## src/core/mcu_pin_mux_consts.vh

```
// Purpose: constants for the pin function multiplexer
// Assumes: included by its bare name from core/ sources
// Notes: definitions only, no logic
`ifndef MCU_PIN_MUX_CONSTS_VH
`define MCU_PIN_MUX_CONSTS_VH

// ************************************************
// mode strap decode
// ************************************************
`define MODE_WIDTH 3
`define MODE_SINGLE_CHIP 3'h3
`define MODE_CAPTURE_CNT 2'h2

// ************************************************
// packed pin vector layout, eight pins per port
// ************************************************
`define PORT_WIDTH 8
`define PIN_TOTAL 80
`define P0_LSB 0
`define P1_LSB 8
`define P2_LSB 16
`define P3_LSB 24
`define P4_LSB 32
`define P6_LSB 40
`define P8_LSB 48
`define P9_LSB 56
`define PA_LSB 64
`define PB_LSB 72

// ************************************************
// port 3 bus control pin positions
// ************************************************
`define P3_ADDR_LATCH 0
`define P3_READ 1
`define P3_WRITE_LOW 2
`define P3_WRITE_HIGH 3
`define P3_HOLD_REQ 4
`define P3_HOLD_ACK 5
`define P3_READY 6
`define P3_BUS_CLOCK 7

// ************************************************
// port 4 serial pin positions
// ************************************************
`define P4_RX0 0
`define P4_TX0 1
`define P4_CLK0 2
`define P4_RX1 3
`define P4_TX1 4
`define P4_CLK1 5

// ************************************************
// port A and port B shared input positions
// ************************************************
`define PA_SDA 6
`define PA_SCL 7
`define PB_TRIGGER 6

`endif

```

## src/core/mcu_pin_function_mux.v

```verilog
// Purpose: pin function multiplexer of a 16-bit microcontroller
// Assumes: single clock, pins sampled through two flip-flops
// Notes: pin outputs and enables are registered, one cycle late
// Function
// - bus mode: port 0 low address/data
// - bus mode: port 1 middle address/high data
// - bus mode: port 2 drives address 16-23
// - bus mode: address latch strobe on port 3
// - bus mode: read strobe on port 3
// - bus mode: separate low/high write strobes
// - bus mode: hold request in, hold acknowledge out
// - bus mode: ready input sampled
// - bus mode: bus clock out on port 3
// - ports 0,1,6 pull-ups only when input
// - port 4 open-drain selectable per pin
// - serial transmit only when data output enabled
// - serial clock out only when enabled
// - pulse outputs only when channel enabled
// - compare outputs only for enabled channels
// - port 9 chip selects only when enabled
// - port 8 analog inputs only when enabled
// - clock monitor only when output enabled
// - variant: interrupts 0,1 cannot wake stop
// - port A routes counter and interrupt inputs
`include "mcu_pin_mux_consts.vh"
`timescale 1ns/1ps
`default_nettype none

module mcu_pin_function_mux #(
	parameter BOTH_EDGE_IRQ01 = 1'b0
) (
	// clock and reset
	input wire clock,
	input wire sys_rst,
	// mode straps
	input wire [`MODE_WIDTH-1:0] modeSelectPin,
	output wire extBusMode,
	// pins: input, output, output enable, pull-up enable
	input wire [7:0] port0PinIn,
	output wire [7:0] port0PinOut,
	output wire [7:0] port0PinOe,
	output wire [7:0] port0PullEn,
	input wire [7:0] port1PinIn,
	output wire [7:0] port1PinOut,
	output wire [7:0] port1PinOe,
	output wire [7:0] port1PullEn,
	input wire [7:0] port2PinIn,
	output wire [7:0] port2PinOut,
	output wire [7:0] port2PinOe,
	input wire [7:0] port3PinIn,
	output wire [7:0] port3PinOut,
	output wire [7:0] port3PinOe,
	input wire [7:0] port4PinIn,
	output wire [7:0] port4PinOut,
	output wire [7:0] port4PinOe,
	input wire [7:0] port6PinIn,
	output wire [7:0] port6PinOut,
	output wire [7:0] port6PinOe,
	output wire [7:0] port6PullEn,
	input wire [7:0] port8PinIn,
	output wire [7:0] port8PinOut,
	output wire [7:0] port8PinOe,
	input wire [7:0] port9PinIn,
	output wire [7:0] port9PinOut,
	output wire [7:0] port9PinOe,
	input wire [7:0] portAPinIn,
	output wire [7:0] portAPinOut,
	output wire [7:0] portAPinOe,
	input wire [7:0] portBPinIn,
	output wire [7:0] portBPinOut,
	output wire [7:0] portBPinOe,
	// general-purpose port data and direction
	input wire [79:0] portData,
	input wire [79:0] portDirection,
	output wire [79:0] portRead,
	// pull-up and open-drain selections
	input wire [7:0] port0PullupSel,
	input wire [7:0] port1PullupSel,
	input wire [7:0] port6PullupSel,
	input wire [7:0] port4OpendrainSel,
	// external bus controller side
	input wire [23:0] busAddr,
	input wire [15:0] busWriteData,
	input wire busAddrPhase,
	input wire busDataDrive,
	output wire [15:0] busReadData,
	input wire addrLatchEn,
	input wire readStrobe,
	input wire writeStrobeLow,
	input wire writeStrobeHigh,
	input wire busClock,
	input wire holdAckOut,
	output wire holdRequestIn,
	output wire busReady,
	// serial channels
	input wire [1:0] uartTxData,
	input wire [1:0] uartTxEn,
	input wire [1:0] uartClkOut,
	input wire [1:0] uartClkOutEn,
	output wire [1:0] uartRxData,
	output wire [1:0] uartClkIn,
	// pulse, compare, chip select, clock monitor
	input wire [1:0] pulseGenOut,
	input wire [1:0] pulseGenEn,
	input wire [3:0] compareEventOut,
	input wire [3:0] compareEventEn,
	input wire [7:0] chipSelectOut,
	input wire chipSelectEn,
	input wire clockMonitorOut,
	input wire clockMonitorEn,
	// analog inputs
	input wire [7:0] analogInEn,
	output wire [7:0] analogInSelect,
	// two-wire bus
	input wire twoWireEn,
	input wire twoWireSdaOut,
	input wire twoWireSclOut,
	output wire twoWireSdaIn,
	output wire twoWireSclIn,
	// counter, interrupt and trigger inputs
	output wire [1:0] countAInput,
	output wire [1:0] countBInput,
	output wire [1:0] countZInput,
	output wire [7:0] extInterruptIn,
	output wire [7:0] extInterruptStopWake,
	output wire converterTriggerIn
);

	// ************************************************
	// helpers
	// ************************************************

	// per-bit choice between alternate and port value
	function [7:0] sel8;
		input [7:0] en;
		input [7:0] alt;
		input [7:0] gpio;
		begin
			sel8 = (en & alt) | (~en & gpio);
		end
	endfunction

	// ************************************************
	// input synchronisers
	// ************************************************
	reg [`PIN_TOTAL-1:0] pinMeta_reg;
	reg [`PIN_TOTAL-1:0] pinSync_reg;
	reg [`MODE_WIDTH-1:0] modeMeta_reg;
	reg [`MODE_WIDTH-1:0] modeSync_reg;
	wire [`PIN_TOTAL-1:0] pinRaw;

	assign pinRaw = {portBPinIn, portAPinIn, port9PinIn, port8PinIn, port6PinIn,
		port4PinIn, port3PinIn, port2PinIn, port1PinIn, port0PinIn};

	// two flip-flops on every pin and strap
	always @(posedge clock or posedge sys_rst)
	begin
		if (sys_rst)
		begin
			pinMeta_reg <= {`PIN_TOTAL{1'b0}};
			pinSync_reg <= {`PIN_TOTAL{1'b0}};
			modeMeta_reg <= {`MODE_WIDTH{1'b0}};
			modeSync_reg <= {`MODE_WIDTH{1'b0}};
		end
		else
		begin
			pinMeta_reg <= pinRaw;
			pinSync_reg <= pinMeta_reg;
			modeMeta_reg <= modeSelectPin;
			modeSync_reg <= modeMeta_reg;
		end
	end

	// ************************************************
	// mode strap capture
	// ************************************************
	reg [1:0] modeCnt_reg;
	reg extBus_reg;

	// strap caught once the synchroniser has filled
	always @(posedge clock or posedge sys_rst)
	begin
		if (sys_rst)
		begin
			modeCnt_reg <= 2'h0;
			extBus_reg <= 1'b0;
		end
		else if (modeCnt_reg < `MODE_CAPTURE_CNT)
		begin
			modeCnt_reg <= modeCnt_reg + 2'h1;
		end
		else if (modeCnt_reg == `MODE_CAPTURE_CNT)
		begin
			modeCnt_reg <= 2'h3;
			extBus_reg <= (modeSync_reg != `MODE_SINGLE_CHIP);
		end
		else
		begin
			// captured: mode held until the next reset
			modeCnt_reg <= 2'h3;
		end
	end

	assign extBusMode = extBus_reg;

	// ************************************************
	// external bus ports 0 to 3
	// ************************************************
	wire busOwn;
	wire [7:0] ext8;
	wire [7:0] busOe8;
	wire [7:0] p0Out;
	wire [7:0] p0Oe;
	wire [7:0] p1Out;
	wire [7:0] p1Oe;
	wire [7:0] p2Out;
	wire [7:0] p2Oe;
	wire [7:0] p3Alt;
	wire [7:0] p3AltOe;
	wire [7:0] p3Out;
	wire [7:0] p3Oe;

	// bus pins released while hold is acknowledged
	assign busOwn = extBus_reg & ~holdAckOut;
	assign ext8 = {8{extBus_reg}};
	assign busOe8 = {8{busOwn & (busAddrPhase | busDataDrive)}};

	// multiplexed address and data on ports 0 and 1
	assign p0Out = sel8(ext8, busAddrPhase ? busAddr[7:0] : busWriteData[7:0], portData[7:0]);
	assign p0Oe = sel8(ext8, busOe8, portDirection[7:0]);
	assign p1Out = sel8(ext8, busAddrPhase ? busAddr[15:8] : busWriteData[15:8], portData[15:8]);
	assign p1Oe = sel8(ext8, busOe8, portDirection[15:8]);

	// upper address on port 2
	assign p2Out = sel8(ext8, busAddr[23:16], portData[23:16]);
	assign p2Oe = sel8(ext8, {8{busOwn}}, portDirection[23:16]);

	// strobes, hold handshake, ready and clock on port 3
	assign p3Alt = {busClock, 1'b0, holdAckOut, 1'b0, writeStrobeHigh, writeStrobeLow,
		readStrobe, addrLatchEn};
	assign p3AltOe = {1'b1, 1'b0, 1'b1, 1'b0, {4{busOwn}}};
	assign p3Out = sel8(ext8, p3Alt, portData[31:24]);
	assign p3Oe = sel8(ext8, p3AltOe, portDirection[31:24]);

	// hold and ready inputs quiet in single-chip mode, read data always passed
	assign holdRequestIn = extBus_reg & pinSync_reg[`P3_LSB+`P3_HOLD_REQ];
	assign busReady = ~extBus_reg | pinSync_reg[`P3_LSB+`P3_READY];
	assign busReadData = pinSync_reg[`P1_LSB+7:`P0_LSB];

	// ************************************************
	// port 4 serial, pulse and open drain
	// ************************************************
	wire [7:0] p4En;
	wire [7:0] p4Alt;
	wire [7:0] p4RawOut;
	wire [7:0] p4RawOe;
	wire [7:0] p4Out;
	wire [7:0] p4Oe;

	// alternate drivers win only while enabled
	assign p4En = {pulseGenEn, uartClkOutEn[1], uartTxEn[1], 1'b0,
		uartClkOutEn[0], uartTxEn[0], 1'b0};
	assign p4Alt = {pulseGenOut, uartClkOut[1], uartTxData[1], 1'b0,
		uartClkOut[0], uartTxData[0], 1'b0};
	assign p4RawOut = sel8(p4En, p4Alt, portData[39:32]);
	assign p4RawOe = p4En | portDirection[39:32];

	// open-drain pins only pull low
	assign p4Out = p4RawOut & ~port4OpendrainSel;
	assign p4Oe = sel8(port4OpendrainSel, p4RawOe & ~p4RawOut, p4RawOe);

	// receivers and clock inputs read the pins continuously
	assign uartRxData = {pinSync_reg[`P4_LSB+`P4_RX1], pinSync_reg[`P4_LSB+`P4_RX0]};
	assign uartClkIn = {pinSync_reg[`P4_LSB+`P4_CLK1], pinSync_reg[`P4_LSB+`P4_CLK0]};

	// ************************************************
	// port 6 clock monitor and compare outputs
	// ************************************************
	wire [7:0] p6En;
	wire [7:0] p6Out;
	wire [7:0] p6Oe;

	assign p6En = {compareEventEn, clockMonitorEn, 3'h0};
	assign p6Out = sel8(p6En, {compareEventOut, clockMonitorOut, 3'h0}, portData[47:40]);
	assign p6Oe = p6En | portDirection[47:40];

	// ************************************************
	// ports 8, 9, A and B
	// ************************************************
	wire [7:0] p8Oe;
	wire [7:0] p9En;
	wire [7:0] p9Out;
	wire [7:0] p9Oe;
	wire [7:0] paEn;
	wire [7:0] paOut;
	wire [7:0] paOe;

	// analog pins lose their digital driver
	assign p8Oe = portDirection[`P8_LSB+7:`P8_LSB] & ~analogInEn;

	// chip selects take the whole port
	assign p9En = {8{chipSelectEn}};
	assign p9Out = sel8(p9En, chipSelectOut, portData[`P9_LSB+7:`P9_LSB]);
	assign p9Oe = p9En | portDirection[`P9_LSB+7:`P9_LSB];

	// two-wire pins are open drain while the interface runs
	assign paEn = {{2{twoWireEn}}, 6'h00};
	assign paOut = sel8(paEn, 8'h00, portData[`PA_LSB+7:`PA_LSB]);
	assign paOe = portDirection[`PA_LSB+7:`PA_LSB] | (paEn & {~twoWireSclOut, ~twoWireSdaOut, 6'h00});

	assign twoWireSdaIn = pinSync_reg[`PA_LSB+`PA_SDA];
	assign twoWireSclIn = pinSync_reg[`PA_LSB+`PA_SCL];

	// counter and interrupt inputs shared on port A
	assign countAInput = {pinSync_reg[`PA_LSB+3], pinSync_reg[`PA_LSB+0]};
	assign countBInput = {pinSync_reg[`PA_LSB+4], pinSync_reg[`PA_LSB+1]};
	assign countZInput = {pinSync_reg[`PA_LSB+5], pinSync_reg[`PA_LSB+2]};
	assign extInterruptIn = {pinSync_reg[`PA_LSB+3], pinSync_reg[`PA_LSB+0],
		pinSync_reg[`PB_LSB+5:`PB_LSB]};
	assign converterTriggerIn = pinSync_reg[`PB_LSB+`PB_TRIGGER];

	// both-edge variant cannot wake from stop on lines 0 and 1
	assign extInterruptStopWake = {6'h3F, {2{~BOTH_EDGE_IRQ01}}};

	// ************************************************
	// output registers
	// ************************************************
	wire [`PIN_TOTAL-1:0] pinOut_next;
	wire [`PIN_TOTAL-1:0] pinOe_next;
	wire [23:0] pull_next;
	reg [`PIN_TOTAL-1:0] pinOut_reg;
	reg [`PIN_TOTAL-1:0] pinOe_reg;
	reg [23:0] pull_reg;
	reg [7:0] analogSel_reg;

	// port B has no alternate output
	assign pinOut_next = {portData[`PB_LSB+7:`PB_LSB], paOut, p9Out, portData[`P8_LSB+7:`P8_LSB],
		p6Out, p4Out, p3Out, p2Out, p1Out, p0Out};
	assign pinOe_next = {portDirection[`PB_LSB+7:`PB_LSB], paOe, p9Oe, p8Oe,
		p6Oe, p4Oe, p3Oe, p2Oe, p1Oe, p0Oe};

	// pull-ups only on pins not driving
	assign pull_next = {port6PullupSel & ~p6Oe, port1PullupSel & ~p1Oe,
		port0PullupSel & ~p0Oe};

	// all pins released during reset
	always @(posedge clock or posedge sys_rst)
	begin
		if (sys_rst)
		begin
			pinOut_reg <= {`PIN_TOTAL{1'b0}};
			pinOe_reg <= {`PIN_TOTAL{1'b0}};
			pull_reg <= 24'h000000;
			analogSel_reg <= 8'h00;
		end
		else
		begin
			pinOut_reg <= pinOut_next;
			pinOe_reg <= pinOe_next;
			pull_reg <= pull_next;
			analogSel_reg <= analogInEn;
		end
	end

	// ************************************************
	// pin and read-back outputs
	// ************************************************
	assign port0PinOut = pinOut_reg[`P0_LSB+7:`P0_LSB];
	assign port0PinOe = pinOe_reg[`P0_LSB+7:`P0_LSB];
	assign port1PinOut = pinOut_reg[`P1_LSB+7:`P1_LSB];
	assign port1PinOe = pinOe_reg[`P1_LSB+7:`P1_LSB];
	assign port2PinOut = pinOut_reg[`P2_LSB+7:`P2_LSB];
	assign port2PinOe = pinOe_reg[`P2_LSB+7:`P2_LSB];
	assign port3PinOut = pinOut_reg[`P3_LSB+7:`P3_LSB];
	assign port3PinOe = pinOe_reg[`P3_LSB+7:`P3_LSB];
	assign port4PinOut = pinOut_reg[`P4_LSB+7:`P4_LSB];
	assign port4PinOe = pinOe_reg[`P4_LSB+7:`P4_LSB];
	assign port6PinOut = pinOut_reg[`P6_LSB+7:`P6_LSB];
	assign port6PinOe = pinOe_reg[`P6_LSB+7:`P6_LSB];
	assign port8PinOut = pinOut_reg[`P8_LSB+7:`P8_LSB];
	assign port8PinOe = pinOe_reg[`P8_LSB+7:`P8_LSB];
	assign port9PinOut = pinOut_reg[`P9_LSB+7:`P9_LSB];
	assign port9PinOe = pinOe_reg[`P9_LSB+7:`P9_LSB];
	assign portAPinOut = pinOut_reg[`PA_LSB+7:`PA_LSB];
	assign portAPinOe = pinOe_reg[`PA_LSB+7:`PA_LSB];
	assign portBPinOut = pinOut_reg[`PB_LSB+7:`PB_LSB];
	assign portBPinOe = pinOe_reg[`PB_LSB+7:`PB_LSB];
	assign port0PullEn = pull_reg[7:0];
	assign port1PullEn = pull_reg[15:8];
	assign port6PullEn = pull_reg[23:16];
	assign analogInSelect = analogSel_reg;

	// analog pins read zero, their digital input is shut
	assign portRead = {pinSync_reg[`PIN_TOTAL-1:`P9_LSB], pinSync_reg[`P8_LSB+7:`P8_LSB] & ~analogSel_reg,
		pinSync_reg[`P8_LSB-1:0]};

endmodule // mcu_pin_function_mux

`default_nettype wire

```

## config.mk

```make
export PLATFORM = sky130hd
export DESIGN_NAME = mcu_pin_function_mux
export DESIGN_NICKNAME = d
export VERILOG_FILES = /design/src/core/mcu_pin_function_mux.v
export VERILOG_INCLUDE_DIRS = /design/src /design/src/core
export SDC_FILE = /design/constraint.sdc
export NUM_CORES = 1
export LEC_CHECK = 0
export BUFFER_PORTS_ARGS = -buffer_cell sky130_fd_sc_hd__buf_2
export CORE_AREA = 2 2 265 267
export DETAILED_ROUTE_END_ITERATION = 8
export DIE_AREA = 0 0 267 269
export GPL_TIMING_DRIVEN = 0
export PLACE_DENSITY = 0.42
export SLEW_MARGIN = 20
export SYNTH_ARGS = -nofsm -noshare
export SYNTH_HDL_FRONTEND = slang
export SYNTH_SLANG_ARGS = --single-unit
```

## constraint.sdc

```tcl
create_clock -name clock -period 10.5 [get_ports clock]
set_input_delay 1.05 -clock clock [delete_from_list [all_inputs] [get_ports clock]]
set_output_delay 1.05 -clock clock [all_outputs]
set_load 0.05 [all_outputs]
```

Word level (Yosys, flattened, before mapping)
Index checks and enable logic that the tools add are counted.

$add $sub $neg: 1. $lt $le $gt $ge: 1. Equality and inequality tests: 2. Muxes and demuxes: 3. Bitwise operators: 70. Reduce and logical (&&, ||, !) cells: 1.

Operator list (number): $and 8x8->8 (32); $or 8x8->8 (16); $not 8->8 (12); $mux 8 (2); $not 1->1 (5); $and 1x1->1 (3); $ne 3x2->1 const B (1); $add 2x1->2 const B (1); $eq 2x2->1 const B (1); $lt 2x2->1 const B (1); $mux 2 (1); $or 1x1->1 (2); $reduce_and 2->1 (1).

Bits in registers: 361. Bits of input ports: 367. Output and inout bits: 320. Word-level logic and storage cells: 88.

Longest topological paths before layout
Gate-level depths: netlist (run 1).

Depth in word-level cells: 7. Mapped depth: 5. Depth with buffers taken out: 2.

Least setup slack after synthesis (run 1)
OpenSTA, ideal clock, no wires.

Path kind: reg2out. From: register extBus_reg, in the netlist extBusMode. To: output port holdRequestIn. Arrival time: 1526 ps. Data required time: 9450 ps. Setup slack: 7924 ps. Cell stages (with the launch flop): 4. Buffers on the path: 2. Cells stage by stage: dfrtp_1 buf_4 clkbuf_1 and2_1.

Cells in the longest elaborated chain, start to end: 1.

RTL lines: start: declaration (RTL line mcu_pin_function_mux.v:178) `reg extBus_reg;`; start signal: assignment (RTL line mcu_pin_function_mux.v:195) `` extBus_reg <= (modeSync_reg != `MODE_SINGLE_CHIP); ``; $and 1x1->1 (RTL line mcu_pin_function_mux.v:246) `` assign holdRequestIn = extBus_reg & pinSync_reg[`P3_LSB+`P3_HOLD_REQ]; ``; end: declaration (RTL line mcu_pin_function_mux.v:93) `output wire holdRequestIn,`.

No other way between the ends.

Worst setup path after layout (run 1)
Same ends and word-level chain as after synthesis.

==> summary.txt, run 1 <==
STA
  • Setup ws final: 7520 ps
  • Pins Over Slew Limit: 0
  • Slew margin rel.: 43.6%
  • Endpoints failing setup: 0
  • Crit share post-route: 28.4%
  • Clock skew: 20.3 ps
  • Final Critical Period: 2980 ps
  • Final hold vios: 0
  • Max Freq: 335 MHz
  • Final TNS setup: 0 ps
  • RSZ-0062 raised after global routing: no
  • Slew @ Worst Pin: 846 ps

Clock tree
  • Cts repair resizes: 0
  • Post-CTS Hold Fix Bufs: 0
  • CTS tree: done
  • CTS Buffer Depth: 3
  • Worst-Skew Late Latency: 570 ps
  • Num CTS Buffers: 44
  • Clk pin slew, worst setup/hold paths: 60 ps
  • Root Buffer: clkbuf_16
  • Number of setup buffers added after CTS: 0
  • CTS H-tree lvls: 2
  • Clk sinks: 361

Drt
  • DR WL/cell: 16.5 µm
  • DRC: 0
  • DR vias: 8338
  • Starting DRT DRC Count: 278
  • Antenna-violating nets left: 0
  • TritonRoute pass-1 iters: 4
  • Via density: 3.39
  • Total routed wirelength: 40.6 mm

Layout
  • Layout cells sized above 1: 61.8%
  • Area delta synth->final: 54.0%
  • Layout filler cell count: 7412
  • Number of nets in the layout: 1853

Logic synthesis
  • Yosys warning count: 0
  • Average instance area after synthesis: 15.7 µm²
  • Synth cell count leaders: dfrtp_1, buf_4, inv_1
  • Largest area contributor in the netlist: dfrtp_1
  • Sequential area share after synthesis: 77.2%
  • Yosys top cell area share: 77.2%
  • Mapped Cells: 744
  • EDFF count, synth: 0
  • Ys async rst share: 100%
  • Area of the mapped netlist: 0.0117 mm²
  • Post-synthesis register bit count: 361
  • Unique cell type count in the Yosys netlist: 27
  • Top cells by area, synth: dfrtp_1, buf_4, mux2_2
  • Most numerous cell in the Yosys netlist: dfrtp_1
  • Ys flop type: dfrtp_1

Run
  • Max-cap viol count: 0

Die
  • Die width: 267 µm
  • Core area: 0.0693 mm²
  • Die area: 0.0718 mm²
  • Die Y: 269 µm
  • FP Rows: 97
  • Initial core utilization: 16.9%
  • I/O Pins: 687

Power
  • Leak: 9.17 nW
  • Power Density: 198 mW/mm²
  • Worst VDD drop: 0.111 mV

Critical path
  • Crit-path cells: buf_4 > clkbuf_1 > and2_1 > buf_2
  • Crit path max-delay family: buffers and inverters
  • Worst path slowest cell: dfrtp_1
  • WP data required: 9450 ps
  • Critical path's largest stage delay: 360 ps
  • Max Fanout on Critical Path: 10
  • Worst setup SP type: flip-flop
  • Worst setup EP type: output pin
  • CP bufs+invs: 3
  • Kind of critical path: flip-flop to output pin
  • Critical Path AT: 1930 ps

Placed design
  • # port buffers: 676
  • Pre-CTS setup slack: 7910 ps
  • Global placement routability congestion: 0.909
  • Detailed Place HPWL: 32.7 mm

GRT
  • GRT Residual Overflow: 0
  • Pin count of the biggest net entering global routing: 35
  • Global-route wire length before repair: 57.2 mm
  • Gr usage total: 10.8%
  • Initial antenna violation count: 9
  • Vias in the first global route: 9040

Hold path
  • Hold Crit Class: flip-flop to flip-flop

Outcome
  • Status: complete, no violations
## per-layer routing
| layer | up-vias | share of wire, % | GRT usage, % |
|---|---|---|---|
| met5 | - | 0.17 | 0 |
| met4 | 10 | 2.9 | 3.74 |
| met3 | 74 | 9.0 | 4.12 |
| met2 | 386 | 50 | 18.3 |
| met1 | 4092 | 38 | 12.5 |
| li1 | 3776 | - | - |
## cell usage in the layout (no fill, tap or decap), types with 22 or more instances in the layout
| cell type | Yosys | routed |
|---|---|---|
| nor2_1 | 27 | 27 |
| buf_4 | 118 | 118 |
| clkbuf_16 | 0 | 44 |
| buf_2 | 9 | 685 |
| dfrtp_1 | 361 | 361 |
| mux2_2 | 27 | 27 |
| inv_1 | 36 | 35 |
| mux2i_1 | 22 | 22 |
| nor2b_1 | 28 | 28 |
## stage by stage
| step | area (µm²) | cells | hold slack, ps | util, % | power (mW) |
|---|---|---|---|---|---|
| after floorplan | 11700 | 751 | 331 | - | 1.89 |
| after global placement | 16300 | 2367 | 331 | 23.5 | 2.08 |
| after detailed placement | 16600 | 2380 | 335 | 23.9 | 2.10 |
| after CTS | 18000 | 2460 | 343 | 26.0 | 3.65 |
| after global routing | 18000 | 2461 | 351 | 26.0 | 3.74 |
| final | 18000 | 2463 | 345 | 26.0 | 3.57 |
## layout make-up
cell class              count  area, µm²  share of cell area (%)
diodes                      3       7.51                  0.0417
plain buffers             137       1000                    5.55
clock buffers              66       1290                    7.18
clock inverters            14        163                   0.903
inverters                  36        139                   0.771
multi-input cells         217       1560                    8.63
flip-flops and latches    361       9030                    50.1
well taps                 940       1180                    6.53
repair buffers            689       3650                    20.3
## cell families after synthesis
group,count (synthesis),share of synthesized area (%)
simple gates,83,3.86
mux,49,4.48
other cells,1,0.0321
compound gates,77,4.70
flops,361,77.2
buf+inv,173,9.70
## power breakdown
| group | total [mW] | switching [mW] | internal, mW |
|---|---|---|---|
| Sequential | 1.50 | 0.0246 | 1.47 |
| Clock | 1.51 | 0.605 | 0.905 |
| Combinational | 0.566 | 0.402 | 0.164 |
## final timing paths
check	endpoint	slack (ps)	cells after the start	start
max	holdRequestIn	7520	4	extBusMode
min	pinSync_reg[56]	340	0	pinMeta_reg[56]
max reg2reg	pinOe_reg[4]	8480	5	extBusMode
min reg2reg	pinSync_reg[56]	340	0	pinMeta_reg[56]
max in group asynchronous	pinOe_reg[5]	8740	7	sys_rst
min in group asynchronous	analogInSelect[5]	420	2	sys_rst
Note: power is estimated with default switching activity, not from simulation.
==> run 2: changes to the inputs <==
ABC_AREA = 1   (was not set)
CORE_AREA = 2 2 268 270   (was 2 2 265 267)
DIE_AREA = 0 0 270 272   (was 0 0 267 269)
PLACE_DENSITY = 0.41   (was 0.42)
clock period = 3.1 ns   (was 10.5 ns; I/O delays follow)
==> run 2 against run 1 <==
Effect of this change: global-route usage grew 0.60 points; synthesized cell count rose by 17%; setup slack got worse by 6800 ps; die area rose by 2.3%; sequential power grew to 3.4 times the previous value; critical path type unchanged; core utilization increased by 4.2 points; design area increased by 19%; wire length increased by 5.8%; via count up 20%; register-to-register slack got worse by 7600 ps; sequential share of layout area decreased by 7.8 points.
==> summary.txt, run 2 <==
Critical path
  • Worst setup EP type: output pin
  • Kind of critical path: flip-flop to output pin
  • Worst setup SP type: flip-flop
  • WP data required: 2790 ps (-6660 ps)
  • Max Fanout on Critical Path: 10 (unchanged)
  • Critical Path AT: 2090 ps (+160 ps)

Drt
  • DR vias: 9991 (+20%)
  • DR WL/cell: 14.7 µm (-11%)
  • Starting DRT DRC Count: 399 (+44%)
  • Total routed wirelength: 43.0 mm (+5.8%)
  • Antenna-violating nets left: 0 (unchanged)
  • DRC: 0 (unchanged)
  • Via density: 3.41 (+0.66%)
  • TritonRoute pass-1 iters: 4 (unchanged)

Die
  • Initial core utilization: 16.5% (-0.43 points)
  • Die area: 0.0734 mm² (+2.3%)
  • Die Y: 272 µm (+1.1%)
  • I/O Pins: 687 (unchanged)
  • Die width: 270 µm (+1.1%)
  • FP Rows: 98 (+1.0%)
  • Core area: 0.0708 mm² (+2.1%)

Layout
  • Layout cells sized above 1: 46.8% (-15 points)
  • Fin area: 0.0214 mm² (+19%)
  • Fin util: 30.2% (+4.2 points)
  • Area delta synth->final: 83.5%
  • Most frequent cells in the layout: buf_2, dfrtp_1, dlygate4sd3_1
  • Number of nets in the layout: 2317 (+25%)
  • Layout filler cell count: 7351 (-0.82%)
  • Finished Layout Cells: 2932 (+19%)
  • Commonest non-fill, non-tap cell in the layout: buf_2

Placed design
  • Placed cells: 2515 (+5.7%)
  • Detailed Place HPWL: 32.4 mm (-0.97%)
  • Pre-CTS setup slack: 1190 ps (-6720 ps)
  • DP Area: 0.0165 mm² (-0.39%)
  • # port buffers: 678 (+0.30%)
  • Global placement routability congestion: 0.908 (-0.13%)

Clock tree
  • Root Buffer: clkbuf_16
  • Clk pin slew, worst setup/hold paths: 50 ps (about the same)
  • Worst-Skew Late Latency: 550 ps (-20 ps)
  • Clk sinks: 361 (unchanged)
  • Num CTS Buffers: 43 (-2.3%)
  • CTS Buffer Depth: 3 (unchanged)
  • Number of setup buffers added after CTS: 0 (unchanged)
  • CTS tree: done
  • CTS H-tree lvls: 2 (unchanged)

STA
  • Slew @ Worst Pin: 669 ps (-177 ps)
  • Clock skew: 7.56 ps (-12.7 ps)
  • Setup ws final: 701 ps (-6820 ps)
  • Final TNS setup: 0 ps (unchanged)
  • Pins Over Slew Limit: 0 (unchanged)
  • Final hold vios: 0 (unchanged)
  • RSZ-0062 raised after global routing: no
  • Final Critical Period: 2400 ps
  • Max Freq: 417 MHz
  • Endpoints failing setup: 0 (unchanged)
  • Hold_ws: 42.1 ps (-302 ps)
  • Slew margin rel.: 55.4% (+12 points)
  • Crit share post-route: 77.4%

Outcome
  • Status: complete, no violations

Logic synthesis
  • Area of the mapped netlist: 0.0116 mm² (-0.50%)
  • Sequential area share after synthesis: 77.6% (+0.39 points)
  • Top cells by area, synth: dfrtp_1, buf_4, nand2_1
  • Largest area contributor in the netlist: dfrtp_1
  • Simple-gate share of the synthesized area: 9.61% (+5.7 points)
  • Compound-cell area share of the yosys netlist: 2.45% (-2.2 points)
  • Post-synthesis mux area share: 0% (-4.5 points)
  • Post-synthesis register bit count: 361 (unchanged)
  • Ys async rst share: 100% (unchanged)
  • Ys flop type: dfrtp_1
  • Unique cell type count in the Yosys netlist: 20 (-26%)
  • Synth cell count leaders: dfrtp_1, nand2_1, buf_4
  • Yosys warning count: 0 (unchanged)
  • Adder-cell share of the synthesized area: 0% (unchanged)
  • Average instance area after synthesis: 13.4 µm² (-15%)
  • Most numerous cell in the Yosys netlist: dfrtp_1
  • Mapped Cells: 868 (+17%)
  • Post-synthesis xor/xnor area fraction: 0% (unchanged)
  • Main combinational cell family by area after synthesis: buffers and inverters
  • EDFF count, synth: 0 (unchanged)
  • Yosys top cell area share: 77.6% (+0.39 points)

GRT
  • Gr usage total: 11.4% (+0.60 points)
  • Global-route wire length before repair: 64.1 mm (+12%)
  • Initial antenna violation count: 3 (-6)
  • GRT Residual Overflow: 0 (unchanged)
  • Vias in the first global route: 11100 (+22%)
  • Pin count of the biggest net entering global routing: 35 (unchanged)

Power
  • Power Density: 587 mW/mm² (+200%)
  • Overall power: 12.5 mW (+250%)
  • Worst VDD drop: 0.327 mV (+200%)
  • Leak: 10.9 nW (+19%)

Run
  • Max-cap viol count: 0 (unchanged)

Hold path
  • Hold Crit Class: input pin to flip-flop
==> run 2: worst max-delay path, stage by stage, from the launching register on <==
cell	delay (ps)
dfrtp_1	420
buf_2	280
buf_2	400
nand2_1	90
inv_1	60
buf_2	260
==> run 2: cell type report <==
cell class              instances  area [µm²]  share of cell area [%]
inverters                      68         262                    1.22
clock inverters                20         249                    1.17
clock buffers                  56        1220                    5.69
well taps                     950        1190                    5.56
plain buffers                 129         940                    4.40
diodes                          1        2.50                  0.0117
multi-input cells             317        1430                    6.71
repair buffers               1030        7040                    32.9
flip-flops and latches        361        9030                    42.3
==> run 2: path summary, 6_finish.rpt <==
| check | slack (ps) | from | end | depth (start not counted) |
|---|---|---|---|---|
| worst max-delay path | 700 | extBusMode | holdRequestIn | 5 |
| worst min-delay path | 40 | addrLatchEn | pinOut_reg[24] | 3 |
| worst max register to register | 840 | extBusMode | pinOut_reg[16] | 6 |
| max in group asynchronous | 1380 | sys_rst | pinOe_reg[31] | 8 |
| worst min register to register | 340 | pinMeta_reg[71] | pinSync_reg[71] | 0 |
| min in group asynchronous | 280 | sys_rst | pinOut_reg[51] | 3 |
==> run 2: logic make-up (layout without fill, tap and decap cells) <==
| group | count (synthesis) | count (layout) |
|---|---|---|
| and+or+nand+nor | 254 | 254 |
| AOI/OAI and AO/OA | 55 | 55 |
| DFF | 361 | 361 |
| other | 1 | 9 |
| buffers and inverters | 197 | 1303 |
==> run 2: metal layers <==
metal / wire length [µm] / track usage, % / vias to the layer above / share of wire [%]
li1: - / - / 4666 / -
met1: 15500 / 12.0 / 4791 / 36
met2: 22400 / 20.8 / 430 / 52
met3: 3180 / 3.42 / 102 / 7.4
met4: 1970 / 5.67 / 2 / 4.6
met5: 13 / 0 / - / 0.030
==> run 2: timing repair <==
item / CTS / global route
setup endpoints to repair: 0 / 0
hold buffers: 340 / 0
hold endpoints to repair: 292 / 0
resized for setup: 0 / 0
==> run 2: power breakdown <==
| part | total (mW) | internal, mW | switching (mW) |
|---|---|---|---|
| combinational | 2.28 | 0.815 | 1.46 |
| sequential | 5.07 | 4.98 | 0.0861 |
| clock | 5.20 | 3.18 | 2.02 |
| total | 12.5 | 8.98 | 3.57 |
==> run 3: changes to the inputs <==
clock period = 2.4 ns   (was 3.1 ns; I/O delays follow)
==> run 3 against run 2 <==
Effect of this change: via count is 1.6% higher; design area up 1.3%; register-to-register slack worse by 580 ps; cell count increased by 0.89%; die area unchanged; critical path type is now input pin to flip-flop.
==> summary.txt, run 3 (synthesized netlist as in run 2, its figures left out) <==
Outcome
  • Status: complete, no violations

GRT
  • Gr usage total: 11.5% (+0.063 points)
  • GRT Residual Overflow: 0 (unchanged)
  • Vias in the first global route: 11300 (+2.0%)
  • Global-route wire length before repair: 64.6 mm (+0.68%)
  • Pin count of the biggest net entering global routing: 35 (unchanged)
  • Initial antenna violation count: 2 (-1)

Die
  • I/O Pins: 687 (unchanged)
  • Die width: 270 µm (unchanged)
  • Die Y: 272 µm (unchanged)
  • Initial core utilization: 16.5% (unchanged)
  • Core area: 0.0708 mm² (unchanged)
  • Die area: 0.0734 mm² (unchanged)
  • FP Rows: 98 (unchanged)

Layout
  • Layout filler cell count: 7326 (-0.34%)
  • Commonest non-fill, non-tap cell in the layout: buf_2
  • Antenna Cells: 0 (-1)
  • Area delta synth->final: 85.9%
  • Register Area: 0.00903 mm² (unchanged)
  • Number of nets in the layout: 2344 (+1.2%)
  • Finished Layout Cells: 2958 (+0.89%)
  • Most frequent cells in the layout: buf_2, dlygate4sd3_1, dfrtp_1
  • Fin area: 0.0216 mm² (+1.3%)
  • Layout cells sized above 1: 46.2% (-0.63 points)
  • Multi-input gate area: 0.00143 mm² (unchanged)

Placed design
  • Placed cells: 2515 (unchanged)
  • Detailed Place HPWL: 32.4 mm (unchanged)
  • DP Area: 0.0165 mm² (unchanged)
  • Pre-CTS setup slack: 488 ps (-700 ps)
  • Global placement routability congestion: 0.908 (unchanged)
  • # port buffers: 678 (unchanged)

Clock tree
  • CTS Buffer Depth: 3 (unchanged)
  • CTS tree: done
  • Root Buffer: clkbuf_16
  • Worst-Skew Late Latency: 550 ps (about the same)
  • Num CTS Buffers: 43 (unchanged)
  • CTS H-tree lvls: 2 (unchanged)
  • Clk pin slew, worst setup/hold paths: 50 ps (about the same)
  • Clk sinks: 361 (unchanged)

Drt
  • DRC: 0 (unchanged)
  • TritonRoute pass-1 iters: 4 (unchanged)
  • DR WL/cell: 14.6 µm (-0.42%)
  • Via density: 3.43 (+0.72%)
  • Total routed wirelength: 43.2 mm (+0.46%)
  • DR vias: 10200 (+1.6%)
  • Antenna-violating nets left: 0 (unchanged)
  • Starting DRT DRC Count: 395 (-1.0%)

STA
  • Max Freq: 427 MHz
  • Final hold vios: 0 (unchanged)
  • Clock skew: 7.42 ps (-0.148 ps)
  • Slew @ Worst Pin: 639 ps (-30.0 ps)
  • Pins Over Slew Limit: 0 (unchanged)
  • Crit share post-route: 97.7%
  • Final Critical Period: 2340 ps
  • RSZ-0062 raised after global routing: no
  • Setup ws final: 55.4 ps (-645 ps)
  • Slew margin rel.: 57.4% (+2.0 points)
  • Hold_ws: 47.4 ps (+5.24 ps)
  • Endpoints failing setup: 0 (unchanged)

Critical path
  • Critical Path AT: 2830 ps (+740 ps)
  • Kind of critical path: input pin to flip-flop
  • WP data required: 2890 ps (+100 ps)
  • Worst setup SP type: input pin
  • Max Fanout on Critical Path: 2 (-8)
  • Worst setup EP type: flip-flop

Power
  • Leak: 11.0 nW (+0.97%)
  • Power Density: 751 mW/mm² (+28%)
  • Worst VDD drop: 0.423 mV (+29%)
  • Overall power: 16.3 mW (+30%)

Run
  • Max-cap viol count: 0 (unchanged)

Hold path
  • Hold Crit Class: input pin to flip-flop
==> run 3: changes by cell type in the layout (fill, tap and decap cells not counted), sizes merged <==
cell and delta:
clkbuf -1, diode -1, dlygate4sd3 +28
==> run 3: worst paths after layout <==
kind,startpoint,endpoint,slack [ps],cells after the start
hold reg to reg,pinMeta_reg[57],pinSync_reg[57],340,0
setup reg to reg,extBusMode,pinOut_reg[11],260,5
max in group asynchronous,sys_rst,pinOe_reg[31],750,8
min in group asynchronous,sys_rst,pinOut_reg[51],210,3
hold / removal,portDirection[11],pinOe_reg[11],50,3
setup / recovery,portData[36],pinOe_reg[36],60,8
==> run 3: per-layer routing <==
layer / track usage, % / wire (µm) / vias up
met4: 5.73 / 1970 / 2
met1: 12.0 / 15600 / 4886
met5: 0 / 13 / -
met3: 3.24 / 3050 / 109
met2: 21.1 / 22600 / 438
li1: - / - / 4717
==> run 3: cell type report <==
class,instances,area share (%)
well taps,950,5.49
clock inverters,20,1.15
plain buffers,128,4.34
inverters,68,1.21
repair buffers,1058,33.8
multi-input cells,317,6.63
flip-flops and latches,361,41.7
clock buffers,56,5.62
==> run 3: through the flow <==
step | TNS (ps) | utilization [%]
after detailed placement | 0 | 23.3
final | 0 | 30.6
after floorplan | -967580 | -
after global placement | -1771070 | 23.0
after global routing | 0 | 30.6
after CTS | 0 | 30.6
==> run 3: what timing repair did <==
action,CTS,global route
buffers inserted,0,0
hold buffers,368,0
endpoints found under the hold margin,342,0
gates resized for setup,1,0
setup endpoints to repair,2,0
==> run 3: power breakdown <==
part / total [mW] / switching, mW / internal, mW
Clock: 6.71 / 2.61 / 4.11
Combinational: 2.99 / 1.90 / 1.09
Sequential: 6.55 / 0.111 / 6.44
==> run 3: worst max-delay path: stages <==
cell and delay, ps:
dlygate4sd3_1 530, buf_2 120, nand2_1 90, dlygate4sd3_1 560, nand2_1 50, dlygate4sd3_1 550, a21oi_1 120, dlygate4sd3_1 560
